$ cat src/rtl/sfc_pkg.sv
// Constants, field layout and types of the serial audio framing and clock block
package sfc_pkg;
    localparam int          ADDR_W          = 8;
    localparam int          DATA_W          = 32;
    localparam logic [7:0]  PRIMARY_OFS     = 8'h00;
    localparam logic [7:0]  FRAMING_OFS     = 8'h10;
    localparam logic [7:0]  STATUS_OFS      = 8'h20;
    localparam logic [31:0] FRAMING_RST     = 32'h0000_0000;
    localparam logic [31:0] PRIMARY_RST     = 32'h0000_0000;
    // Writable bits; bit 14 and bits 7:5 of framing control stay zero
    localparam logic [31:0] FRAMING_WMASK   = 32'hFFFF_BF1F;
    localparam logic [31:0] PRIMARY_WMASK   = 32'h0000_00C0;
    localparam int          DIV_MSB         = 31;
    localparam int          DIV_LSB         = 16;
    localparam int          JUST_BIT        = 15;
    localparam int          SMP_MSB         = 13;
    localparam int          SMP_LSB         = 9;
    localparam int          EN_BIT          = 8;
    localparam int          WL_MSB          = 4;
    localparam int          WL_LSB          = 0;
    localparam int          ROLE_MSB        = 7;
    localparam int          ROLE_LSB        = 6;
    localparam logic [1:0]  ROLE_CONTROLLER = 2'h0;
    localparam logic [1:0]  ROLE_TARGET     = 2'h3;
    localparam int          ST_ACTIVE_BIT   = 0;
    localparam int          ST_OVR_BIT      = 1;
    localparam int          ST_LR_BIT       = 2;
    localparam int          ST_LVL_LSB      = 3;
    localparam int          FIFO_DEPTH      = 8;
    localparam int          SYNC_STAGES     = 3;

    typedef enum logic [2:0] {
        SFC_IDLE       = 3'b001,
        SFC_CONTROLLER = 3'b010,
        SFC_TARGET     = 3'b100
    } sfc_role_e;

    typedef struct packed {
        logic        chan;
        logic [31:0] data;
    } sfc_sample_s;

    typedef struct packed {
        logic [ADDR_W-1:0] addr;
        logic [DATA_W-1:0] wdata;
        logic              wr;
        logic              rd;
    } sfc_bus_req_s;
endpackage
$ cat src/rtl/sfc_frame_clk.sv
// Serial audio framing and clock generation with receive sample FIFO
`timescale 1ns/100ps

module sfc_fifo #(
    parameter int WIDTH = 33,
    parameter int DEPTH = 8
) (
    input  wire logic             clk_sys,
    input  wire logic             rstn,
    input  wire logic             in_valid,
    output logic                  in_ready,
    input  wire logic [WIDTH-1:0] in_data,
    output logic                  out_valid,
    input  wire logic             out_ready,
    output logic      [WIDTH-1:0] out_data,
    output logic [$clog2(DEPTH):0] level
);
    localparam int PW = $clog2(DEPTH);
    logic [WIDTH-1:0] mem_r [DEPTH];
    logic [PW-1:0]    wp_r;
    logic [PW-1:0]    rp_r;
    logic [PW:0]      cnt_r;
    wire              push = in_valid && in_ready;
    wire              pop  = out_valid && out_ready;

    assign in_ready  = (cnt_r != (PW+1)'(DEPTH));
    assign out_valid = (cnt_r != '0);
    assign out_data  = mem_r[rp_r];
    assign level     = cnt_r;

    always_ff @(posedge clk_sys or negedge rstn) begin
        if (!rstn) begin
            wp_r  <= '0;
            rp_r  <= '0;
            cnt_r <= '0;
        end else begin
            if (push) begin
                wp_r <= (wp_r == PW'(DEPTH - 1)) ? '0 : wp_r + 1'b1;
            end
            if (pop) begin
                rp_r <= (rp_r == PW'(DEPTH - 1)) ? '0 : rp_r + 1'b1;
            end
            cnt_r <= cnt_r + {{PW{1'b0}}, push} - {{PW{1'b0}}, pop};
        end
    end

    always_ff @(posedge clk_sys) begin
        if (push) begin
            mem_r[wp_r] <= in_data;
        end
    end
endmodule // sfc_fifo

// Function
// - Bit clock divisor in bits 31:16
// - Divisor acts only in controller role
// - Role 0 controller, 3 target, others reserved
// - Bit 15 picks left or right justification
// - Sample width field in bits 13:9
// - Zero or oversized sample width means word length
// - Controller enable starts bit and channel clocks
// - Target enable starts accepting external clocks, data
// - Word length field in bits 4:0
module sfc_frame_clk #(
    parameter int FIFO_DEPTH = sfc_pkg::FIFO_DEPTH
) (
    input  wire logic                        clk_sys,
    input  wire logic                        rstn,
    input  wire logic [sfc_pkg::ADDR_W-1:0]  reg_addr,
    input  wire logic [sfc_pkg::DATA_W-1:0]  reg_wdata,
    input  wire logic                        reg_wr,
    input  wire logic                        reg_rd,
    output logic      [sfc_pkg::DATA_W-1:0]  reg_rdata,
    input  wire logic                        bclk_i,
    output logic                             bclk_o,
    output logic                             bclk_oe_n,
    input  wire logic                        lrclk_i,
    output logic                             lrclk_o,
    output logic                             lrclk_oe_n,
    input  wire logic                        sd_i,
    output logic                             rx_valid,
    input  wire logic                        rx_ready,
    output sfc_pkg::sfc_sample_s             rx_sample
);
    localparam int LW = $clog2(FIFO_DEPTH) + 1;

    // Effective sample width: zero or larger than word length falls back
    function automatic logic [4:0] eff_width(input logic [4:0] smp, input logic [4:0] wl);
        eff_width = (smp == 5'h0 || smp > wl) ? wl : smp;
    endfunction

    logic [31:0]        framing_r;
    logic [31:0]        primary_r;
    logic               ovr_r;
    logic [31:0]        rdata_r;
    sfc_pkg::sfc_role_e role_r;
    sfc_pkg::sfc_role_e role_nxt;

    // Register fields
    wire [15:0] div_f   = framing_r[sfc_pkg::DIV_MSB:sfc_pkg::DIV_LSB];
    wire        just_f  = framing_r[sfc_pkg::JUST_BIT];
    wire [4:0]  smp_f   = framing_r[sfc_pkg::SMP_MSB:sfc_pkg::SMP_LSB];
    wire        en_f    = framing_r[sfc_pkg::EN_BIT];
    wire [4:0]  wl_f    = framing_r[sfc_pkg::WL_MSB:sfc_pkg::WL_LSB];
    wire [1:0]  role_f  = primary_r[sfc_pkg::ROLE_MSB:sfc_pkg::ROLE_LSB];
    wire [4:0]  es_w    = eff_width(smp_f, wl_f);

    // Register decode
    wire sel_fr  = (reg_addr == sfc_pkg::FRAMING_OFS);
    wire sel_pr  = (reg_addr == sfc_pkg::PRIMARY_OFS);
    wire sel_st  = (reg_addr == sfc_pkg::STATUS_OFS);
    wire wr_fr   = reg_wr && sel_fr;
    wire wr_pr   = reg_wr && sel_pr;
    wire wr_st   = reg_wr && sel_st;

    // Role decode; reserved codes leave the block idle
    always_comb begin
        role_nxt = sfc_pkg::SFC_IDLE;
        if (en_f && role_f == sfc_pkg::ROLE_CONTROLLER) begin
            role_nxt = sfc_pkg::SFC_CONTROLLER;
        end else if (en_f && role_f == sfc_pkg::ROLE_TARGET) begin
            role_nxt = sfc_pkg::SFC_TARGET;
        end
    end

    logic is_ctl;
    logic is_tgt;
    always_comb begin
        is_ctl = 1'b0;
        is_tgt = 1'b0;
        case (role_r)
            sfc_pkg::SFC_IDLE:       is_ctl = 1'b0;
            sfc_pkg::SFC_CONTROLLER: is_ctl = 1'b1;
            sfc_pkg::SFC_TARGET:     is_tgt = 1'b1;
            default:                 is_ctl = 1'b0;
        endcase
    end

    // Pin synchronisers: three stages, level accepted when stages two and three agree
    wire [2:0]  pin_in = {sd_i, lrclk_i, bclk_i};
    logic [2:0] s1_r;
    logic [2:0] s2_r;
    logic [2:0] s3_r;
    logic [2:0] lvl_r;
    genvar g;
    generate
        for (g = 0; g < 3; g++) begin : g_sync
            always_ff @(posedge clk_sys or negedge rstn) begin
                if (!rstn) begin
                    s1_r[g]  <= 1'b0;
                    s2_r[g]  <= 1'b0;
                    s3_r[g]  <= 1'b0;
                    lvl_r[g] <= 1'b0;
                end else begin
                    s1_r[g] <= pin_in[g];
                    s2_r[g] <= s1_r[g];
                    s3_r[g] <= s2_r[g];
                    if (s2_r[g] == s3_r[g]) begin
                        lvl_r[g] <= s3_r[g];
                    end
                end
            end
        end
    endgenerate
    wire ext_bclk_rise = (s2_r[0] == s3_r[0]) && s3_r[0] && !lvl_r[0];
    wire ext_lr_nxt    = (s2_r[1] == s3_r[1]) ? s3_r[1] : lvl_r[1];
    wire sd_w          = (s2_r[2] == s3_r[2]) ? s3_r[2] : lvl_r[2];

    // Controller clock generation
    logic [15:0] div_cnt_r;
    logic        bclk_r;
    logic        lrclk_r;
    logic [4:0]  bit_cnt_r;
    wire         div_tick  = is_ctl && (div_cnt_r == div_f);
    wire         int_rise  = div_tick && !bclk_r;
    wire         int_fall  = div_tick && bclk_r;

    always_ff @(posedge clk_sys or negedge rstn) begin
        if (!rstn) begin
            role_r <= sfc_pkg::SFC_IDLE;
        end else begin
            role_r <= role_nxt;
        end
    end

    always_ff @(posedge clk_sys or negedge rstn) begin
        if (!rstn) begin
            div_cnt_r <= '0;
            bclk_r    <= 1'b0;
            lrclk_r   <= 1'b0;
            bit_cnt_r <= '0;
        end else if (!is_ctl) begin
            div_cnt_r <= '0;
            bclk_r    <= 1'b0;
            lrclk_r   <= 1'b0;
            bit_cnt_r <= '0;
        end else begin
            div_cnt_r <= div_tick ? '0 : div_cnt_r + 16'h0001;
            if (div_tick) begin
                bclk_r <= !bclk_r;
            end
            if (int_fall) begin
                bit_cnt_r <= (bit_cnt_r == wl_f) ? '0 : bit_cnt_r + 5'h01;
                if (bit_cnt_r == wl_f) begin
                    lrclk_r <= !lrclk_r;
                end
            end
        end
    end

    assign bclk_o     = bclk_r;
    assign lrclk_o    = lrclk_r;
    assign bclk_oe_n  = !is_ctl;
    assign lrclk_oe_n = !is_ctl;

    // Receive shifter; clocks come from pins in target role
    wire        shift_en = is_ctl ? int_rise : (is_tgt && ext_bclk_rise);
    wire        lr_now   = is_ctl ? lrclk_r : ext_lr_nxt;
    logic [31:0] sh_r;
    logic [5:0]  got_r;
    logic        lr_prev_r;
    logic        word_ok_r;
    wire         word_end = shift_en && (lr_now != lr_prev_r);
    wire [5:0]   wbits    = {1'b0, wl_f} + 6'h01;

    // Justification of the finished word
    wire [4:0]  drop_w    = wl_f - es_w;
    wire [31:0] left_w    = sh_r >> drop_w;
    wire [31:0] right_w   = sh_r & (32'hFFFF_FFFF >> (5'h1F - es_w));
    wire [31:0] sample_w  = just_f ? right_w : left_w;

    sfc_pkg::sfc_sample_s push_s;
    assign push_s.chan = lr_prev_r;
    assign push_s.data = sample_w;
    wire  push_v = word_end && word_ok_r && (got_r == wbits);
    logic fifo_in_ready;
    logic [LW-1:0] fifo_lvl;

    always_ff @(posedge clk_sys or negedge rstn) begin
        if (!rstn) begin
            sh_r      <= '0;
            got_r     <= '0;
            lr_prev_r <= 1'b0;
            word_ok_r <= 1'b0;
        end else if (!is_ctl && !is_tgt) begin
            got_r     <= '0;
            word_ok_r <= 1'b0;
        end else if (shift_en) begin
            lr_prev_r <= lr_now;
            if (lr_now != lr_prev_r) begin
                sh_r      <= {31'h0000_0000, sd_w};
                got_r     <= 6'h01;
                word_ok_r <= 1'b1;
            end else if (got_r != wbits) begin
                sh_r  <= {sh_r[30:0], sd_w};
                got_r <= got_r + 6'h01;
            end
        end
    end

    sfc_fifo #(
        .WIDTH ($bits(sfc_pkg::sfc_sample_s)),
        .DEPTH (FIFO_DEPTH)
    ) u_fifo (
        .clk_sys   (clk_sys),
        .rstn      (rstn),
        .in_valid  (push_v),
        .in_ready  (fifo_in_ready),
        .in_data   (push_s),
        .out_valid (rx_valid),
        .out_ready (rx_ready),
        .out_data  (rx_sample),
        .level     (fifo_lvl)
    );

    // Status word
    wire ovr_set = push_v && !fifo_in_ready;
    wire [31:0] status_w = {{(32 - sfc_pkg::ST_LVL_LSB - LW){1'b0}}, fifo_lvl, lr_now,
                            ovr_r, (is_ctl || is_tgt)};
    wire [31:0] rd_mux = sel_fr ? framing_r :
                         sel_pr ? primary_r :
                         sel_st ? status_w  : 32'h0000_0000;

    always_ff @(posedge clk_sys or negedge rstn) begin
        if (!rstn) begin
            framing_r <= sfc_pkg::FRAMING_RST;
            primary_r <= sfc_pkg::PRIMARY_RST;
            ovr_r     <= 1'b0;
            rdata_r   <= '0;
        end else begin
            if (wr_fr) begin
                framing_r <= reg_wdata & sfc_pkg::FRAMING_WMASK;
            end
            if (wr_pr) begin
                primary_r <= reg_wdata & sfc_pkg::PRIMARY_WMASK;
            end
            // New overrun wins over a same-cycle clear
            if (ovr_set) begin
                ovr_r <= 1'b1;
            end else if (wr_st && reg_wdata[sfc_pkg::ST_OVR_BIT]) begin
                ovr_r <= 1'b0;
            end
            rdata_r <= reg_rd ? rd_mux : 32'h0000_0000;
        end
    end
    assign reg_rdata = rdata_r;
endmodule // sfc_frame_clk

$ cat config.mk
export PLATFORM = sky130hd
export DESIGN_NAME = sfc_frame_clk
export DESIGN_NICKNAME = d
export VERILOG_FILES = /design/src/rtl/sfc_pkg.sv /design/src/rtl/sfc_frame_clk.sv
export SDC_FILE = /design/constraint.sdc
export NUM_CORES = 1
export LEC_CHECK = 0
export BUFFER_PORTS_ARGS = -buffer_cell sky130_fd_sc_hd__buf_2
export CORE_AREA = 4 4 178 250
export DETAILED_ROUTE_END_ITERATION = 16
export DIE_AREA = 0 0 182 254
export GPL_ROUTABILITY_DRIVEN = 0
export PLACE_DENSITY = 0.73
export SLEW_MARGIN = 5
export SYNTH_ARGS = -nofsm -noshare
export SYNTH_HDL_FRONTEND = slang
export SYNTH_SLANG_ARGS = --single-unit
$ cat constraint.sdc
create_clock -name clk_sys -period 5.09 [get_ports clk_sys]
set_clock_uncertainty 0.15 [all_clocks]
set_input_delay 0.2545 -clock clk_sys [delete_from_list [all_inputs] [get_ports clk_sys]]
set_output_delay 0.2545 -clock clk_sys [all_outputs]
set_load 0.01 [all_outputs]
* Word-level counts from Yosys, hierarchy flattened *
Memory sizes are Yosys's and may differ from the RTL's.
Index checks and enable logic that the tools add are counted.

word-level totals
  output and inout bits = 70
  bits in registers = 151
  word-level logic and storage cells = 143
  RAM bits = 264
  memories kept = 1
  bits of input ports = 48

cells by class
  reductions and logical operators = 41
  add/sub/neg operators = 10
  muxes and demuxes = 39
  magnitude comparators = 1
  shift-type cells = 2
  equality and inequality tests = 19
  bitwise gates (word level) = 2

memories
  name          depth  width  read ports  clocked after Yosys merged registers in  wr ports  line                 text
  u_fifo.mem_r  8      33     1           0                                        1         sfc_frame_clk.sv:19  logic [WIDTH-1:0] mem_r [DEPTH];

operators with widths
  cell                   number
  $mux 32                5
  $and 32x32->32         1
  $mux 16                2
  $shr 32x5->32          1
  $shr 32x5->32 const A  1
  $mux 6                 4
  $mux 5                 4
  $logic_and 1x1->1      19
  $mux 1                 18
  $add 16x1->16 const B  1
  $eq 16x16->1           1
  $mux 3                 4
  $eq 3x3->1 const B     3
  $eq 8x5->1 const B     1
  $eq 8x6->1 const B     1
  $logic_not 8->1        1
  $mux 8                 1
  $reduce_and 2->1       4
  $reduce_bool 2->1      4
  $mux 7                 1
  $add 3x1->3 const B    2
  $add 5x1->6 const B    1
  $add 6x1->6 const B    1
  $eq 6x6->1             1
  22 further kinds       32

* Depth between registers and ports, before layout *
  word-level depth = 11
  mapped depth = 22
  mapped depth without buffers = 18

* Cells and area by module *
A second synthesis with hierarchy kept.

second synthesis, totals
  cells, all modules = 1394
  area total of the unflattened synthesis = 19453.7 µm²

by module, submodules not included
  module         area an instance (µm²)  seq. area each (µm²)  cells an instance  instances
  sfc_fifo       10600.2                 8177.8                438                1
  sfc_frame_clk  8853.5                  3504.6                956                1

* Least setup slack after synthesis *
No wires, ideal clock.

  kind = register to register
  start point = reg role_r[2]
  end point = mem u_fifo.mem_r[4][0] (enable)
  clock period less this slack = 5.071 ns
  stages on the path, launching flop included = 11
  required time = 4.469 ns
  setup slack = 0.019 ns
  setup time = 0.471 ns
  arrival time = 4.450 ns
  path buffers = 1
  cell sequence = dfrtp_1 -> nand2b_1 -> or2_1 -> buf_2 -> mux2i_2 -> xor2_2 -> nor2_1 -> nand3_1 -> a21oi_2 -> nand2b_1 -> nor3b_1

on the way
  cells in the longest elaborated chain, start to end = 11
  elaborated cells on any way between the ends = 16
  those cells by class = eq/ne: 3; mux: 6; reduce/logical: 7

ends and longest elaborated chain
  element                              line                  text
  start, declared                      sfc_frame_clk.sv:96   sfc_pkg::sfc_role_e role_r;
  start signal, assigned               sfc_frame_clk.sv:180  role_r <= sfc_pkg::SFC_IDLE;
  start signal, assigned               sfc_frame_clk.sv:182  role_r <= role_nxt;
  $eq 3x2->1                           sfc_frame_clk.sv:131  case (role_r)
  $mux 1                               sfc_frame_clk.sv:131
  $logic_and 1x1->1                    sfc_frame_clk.sv:174  wire div_tick = is_ctl && (div_cnt_r == div_f);
  $logic_and 1x1->1                    sfc_frame_clk.sv:175  wire int_rise = div_tick && !bclk_r;
  $mux 1                               sfc_frame_clk.sv:217  wire shift_en = is_ctl ? int_rise : (is_tgt && ext_bclk_rise);
  $logic_and 1x1->1 (*)                sfc_frame_clk.sv:223  wire word_end = shift_en && (lr_now != lr_prev_r);
  $logic_and 1x1->1 (*) (2 in series)  sfc_frame_clk.sv:235  wire push_v = word_end && word_ok_r && (got_r == wbits);
  $logic_and 1x1->1 (*)                sfc_frame_clk.sv:23   wire push = in_valid && in_ready;
  via u_fifo.push                      sfc_frame_clk.sv:23
  $mux 1 (*)                           sfc_frame_clk.sv:48   if (push) begin
  $mux 1 (not written as such) (*)     sfc_frame_clk.sv:49   mem_r[wp_r] <= in_data;
  end, declared                        sfc_frame_clk.sv:19

Mark *: on every way through the listed nets, which the timed path passes. The rest lies on a longest branch.

* Final worst setup path *
  start point = reg framing_r[3]
  end point = mem u_fifo.mem_r[3][7] (data pin)

on the way
  cells in the longest elaborated chain, start to end = 7
  elaborated cells on any way between the ends = 9
  those cells by class = add/sub: 2; order compare: 1; shift: 2; mux: 2; bitwise: 1; reduce/logical: 1

ends and longest elaborated chain
  element                 line                  text
  start, declared         sfc_frame_clk.sv:92   logic [31:0] framing_r;
  start signal, assigned  sfc_frame_clk.sv:286  framing_r <= sfc_pkg::FRAMING_RST;
  start signal, assigned  sfc_frame_clk.sv:292  framing_r <= reg_wdata & sfc_pkg::FRAMING_WMASK;
  $gt 5x5->1              sfc_frame_clk.sv:89   eff_width = (smp == 5'h0 || smp > wl) ? wl : smp;
  $logic_or 1x1->1        sfc_frame_clk.sv:89
  $mux 5                  sfc_frame_clk.sv:89
  $sub 5x5->5             sfc_frame_clk.sv:229  wire [31:0] right_w = sh_r & (32'hFFFF_FFFF >> (5'h1F - es_w));
  $shr 32x5->32           sfc_frame_clk.sv:229
  $and 32x32->32          sfc_frame_clk.sv:229
  $mux 32 (*)             sfc_frame_clk.sv:230  wire [31:0] sample_w = just_f ? right_w : left_w;
  via sample_w[7]         sfc_frame_clk.sv:230

Marks and branches as above.

==> results.md <==
- Final wirelength: 42000 um
- Core box area: 42000 um2
- H-tree level count: 2
- Vias in the first global route: 11800
- RSZ-0062 raised after global routing: no
- Antenna-violating nets left: 0
- DR iter-0 viols: 886
- Status: completed
- GR Util All Layers: 0.180
- Avg Inst Size Synth: 14.3 um2
- IO buf count: 114
- # nets final: 1559
- CTS max path bufs: 3
- Initial DRT Pass Iterations: 5
- Most common flop cell mapped by yosys: edfxtp_1
- HP Class: input pin to flip-flop
- GR Overflow Total: 0
- Largest net degree at the start of global routing: 99
- Setup Total Neg Slack: 0 ns
- Worst Path Max Fanout: 49
- Pwr per Cell Area: 418 nW/um2
- Yosys warnings: 0
- Slowest stage delay, CP: 0.86 ns
- Initial core utilization: 0.448
- Synth cell types: 78
- Worst-margin pin slew: 1.07 ns
- Slowest-stage cell, CP: o21ai_0
- Cells after Synth: 1313
- Drt drc: 0
- Routed WL per cell: 20.3 um
- Synth top area cells: edfxtp_1, dfrtp_1, mux4_2
- Mapped cell area: 18800 um2
- Row count: 89
- Most common cell in the netlist: edfxtp_1
- Crit path capture type: flip-flop
- Worst endpoint required time: 5.14 ns
- TritonCTS buffer count: 40
- Most frequent CP cell: ha_1
- Die area: between 40000 and 50000 um2
- Launch point of the worst reg-to-reg path: framing_r[3]$_DFFE_PN0P_
- Critical R2R Capture: u_fifo.mem_r[3][7]$_DFFE_PP_
- Crit-path cells: inv_1 > ha_1 > and3_1 > o21ai_1 > a32oi_2 > buf_4 > o22ai_1 > ha_1 > inv_1 > ha_1 > buf_12 > o21ai_0 > o21a_1 > nand2_1 > a21oi_1 > a21oi_1 > o21ai_0
- TritonCTS clock tree: built
- Maximum VDD drop: about 0.25 mV
- Power after layout: between 9 and 10 mW
- Startpoint Class: flip-flop
- Seq/Total Area, Yosys: 0.621
- Via density per instance: 5.68
- CTS Sinks: 414
- Biggest area consumer among synthesized cells: edfxtp_1
- Layout cells sized above 1: 0.274
- Async S/R FF share, synth: 0.362
- DPL Wire Length: 27400 um
- Final number of setup-violating endpoints: 0
- Inserted Diodes: 0
- Placed Instance Area: 20200 um2
- Worst setup path class: flip-flop to flip-flop
- Max Fclk: 206 MHz
- Initial antenna violation count: 0
- Post-synth EDFFs: 264
- Worst Slack Setup Final: 0.241 ns
- Setup slack, reg-to-reg: approximately 0.24 ns
- CTS root buf: clkbuf_16
- Die W: 182 um
- FF+latch count, synth: 414
- Fin. Hold Viols: 0
- CP startpoint: framing_r[3]$_DFFE_PN0P_
- Leak: about 8.3 nW
- Worst Setup EP: u_fifo.mem_r[3][7]$_DFFE_PP_
- Cells on worst reg2reg path: 17
- Die height: 254 um
- Slew HR: 0.279
- Arrival time at the worst endpoint: roughly 4.9 ns
- Post-synth top area share: 0.421
- Final instance area: around 22000 um2
- CTS clk-pin slew, worst paths: 0.06 ns
- Final Critical Period: 4.85 ns
- Vias: 11700
- Final worst path period share: 0.953
- First-pass GRT wire length: 65900 um
- Pre-CTS WS: 0.269 ns
- Post-layout util: 0.526
- Syn_nets: 1385
- Io pins: 118
- Synth top cells by count: edfxtp_1, dfrtp_1, o21ai_0, mux4_2, nand2_1
- Layout area overhead: 17.2%
- Final slew viol count: 0
- Hold depth: 3
- Clock Latency Late Sink: 0.54 ns
- MaxCap Viol Count: 0
[kinds of logic (layout without fill, tap and decap cells)]
kind of cell             Yosys count  in the layout  share of synthesized area
buffers and inverters            128            334                     0.0292
multiplexers                     193            193                      0.161
AO/OA/AOI/OAI                    218            218                     0.0754
AND/OR/NAND/NOR                  285            285                     0.0739
flip-flops                       414            414                      0.621
other                              1              1                   0.000199
XOR/XNOR                          48             48                     0.0227
adder cells (fa/ha/maj)           26             26                     0.0174
[how the worst min path moves through the flow]
stage | startpoint | end | slack (ns)
after floorplan | rstn | bclk_o$_DFFE_PN0P_ | -0.19
after global placement | s1_r[0]$_DFF_PN0_ | s2_r[0]$_DFF_PN0_ | 0.19
after detailed placement | s1_r[1]$_DFF_PN0_ | s2_r[1]$_DFF_PN0_ | 0.19
after CTS | rx_ready | u_fifo.rp_r[0]$_DFFE_PN0P_ | 0.02
after global routing | rx_ready | u_fifo.rp_r[0]$_DFFE_PN0P_ | 0.07
final | rx_ready | u_fifo.rp_r[0]$_DFFE_PN0P_ | 0.03
[layer usage]
layer / share of wire / GRT usage / vias to the layer above
met3: 0.050 / 0.0252 / 111
met5: 0 / 0 / -
met2: 0.54 / 0.332 / 378
li1: - / - / 5304
met1: 0.38 / 0.215 / 5929
met4: 0.038 / 0.0676 / 0
[placed cells by master (no fill, tap or decap), types with 8 or more instances in the layout]
master	netlist	layout
clkinv_1	0	9
o211ai_1	15	15
a21oi_1	34	34
a21o_1	8	8
edfxtp_1	264	264
and2_1	29	29
bufinv_16	0	8
dfrtp_1	149	147
nor3_1	17	13
nand2_1	77	77
ha_1	23	23
mux2_2	72	72
xnor2_1	27	26
o21ai_0	84	84
dlygate4sd3_1	0	41
mux4_2	79	79
inv_1	54	54
nor2_1	60	58
buf_4	5	48
nand3_1	49	49
buf_2	23	113
clkbuf_16	0	42
mux2i_1	37	37
xor2_1	20	20
[critical path: cells and delay by family (launching register included)]
| family | cells | cell delay [ns] |
|---|---|---|
| compound gates | 8 | 2.23 |
| fa+ha+maj | 3 | 0.81 |
| buf+inv | 4 | 0.64 |
| flops | 1 | 0.38 |
| simple gates | 2 | 0.27 |
[report_power, final]
group / total, mW / switching (mW) / leakage (nW) / internal [mW]
Combinational: 2.16 / 1.08 / 3.26 / 1.07
Sequential: 3.91 / 0.184 / 4.37 / 3.72
Clock: 3.17 / 1.23 / 0.697 / 1.95
[through the flow]
stage | std cells | hold WS (ns)
3_5_place_dp | 1949 | 0.186
2_1_floorplan | 1313 | -0.191
3_3_place_gp | 1949 | 0.189
5_1_grt | 2065 | 0.0725
4_1_cts | 2064 | 0.0235
6_report | 2065 | 0.0309
[layout make-up]
class,count,area [um2]
Fill cell,3376,19900
Sequential cell,414,11700
Multi-Input combinational cell,771,6660
Timing Repair Buffer,206,1410
Clock buffer,50,1100
Tap cell,546,683
Clock inverter,24,328
Inverter,54,203
[flip-flops by register name, summed over array words and instances (netlist names), 3 cells and up]
signal,flops
reg_rdata,31
role_r,3
u_fifo.rp_r,3
sh_r,32
got_r,6
framing_r,28
s3_r,3
lvl_r,3
s2_r,3
bit_cnt_r,5
u_fifo.level,4
s1_r,3
u_fifo.mem_r,264
div_cnt_r,16
u_fifo.wp_r,3
[what timing repair did]
item | in CTS | in global routing
gates resized for setup | 0 | 1
buffers inserted | 0 | 1
endpoints found under the setup margin | 0 | 16
hold buffers | 41 | 0
hold endpoints to repair | 133 | 0
Note: power is estimated with default switching activity, not from simulation.
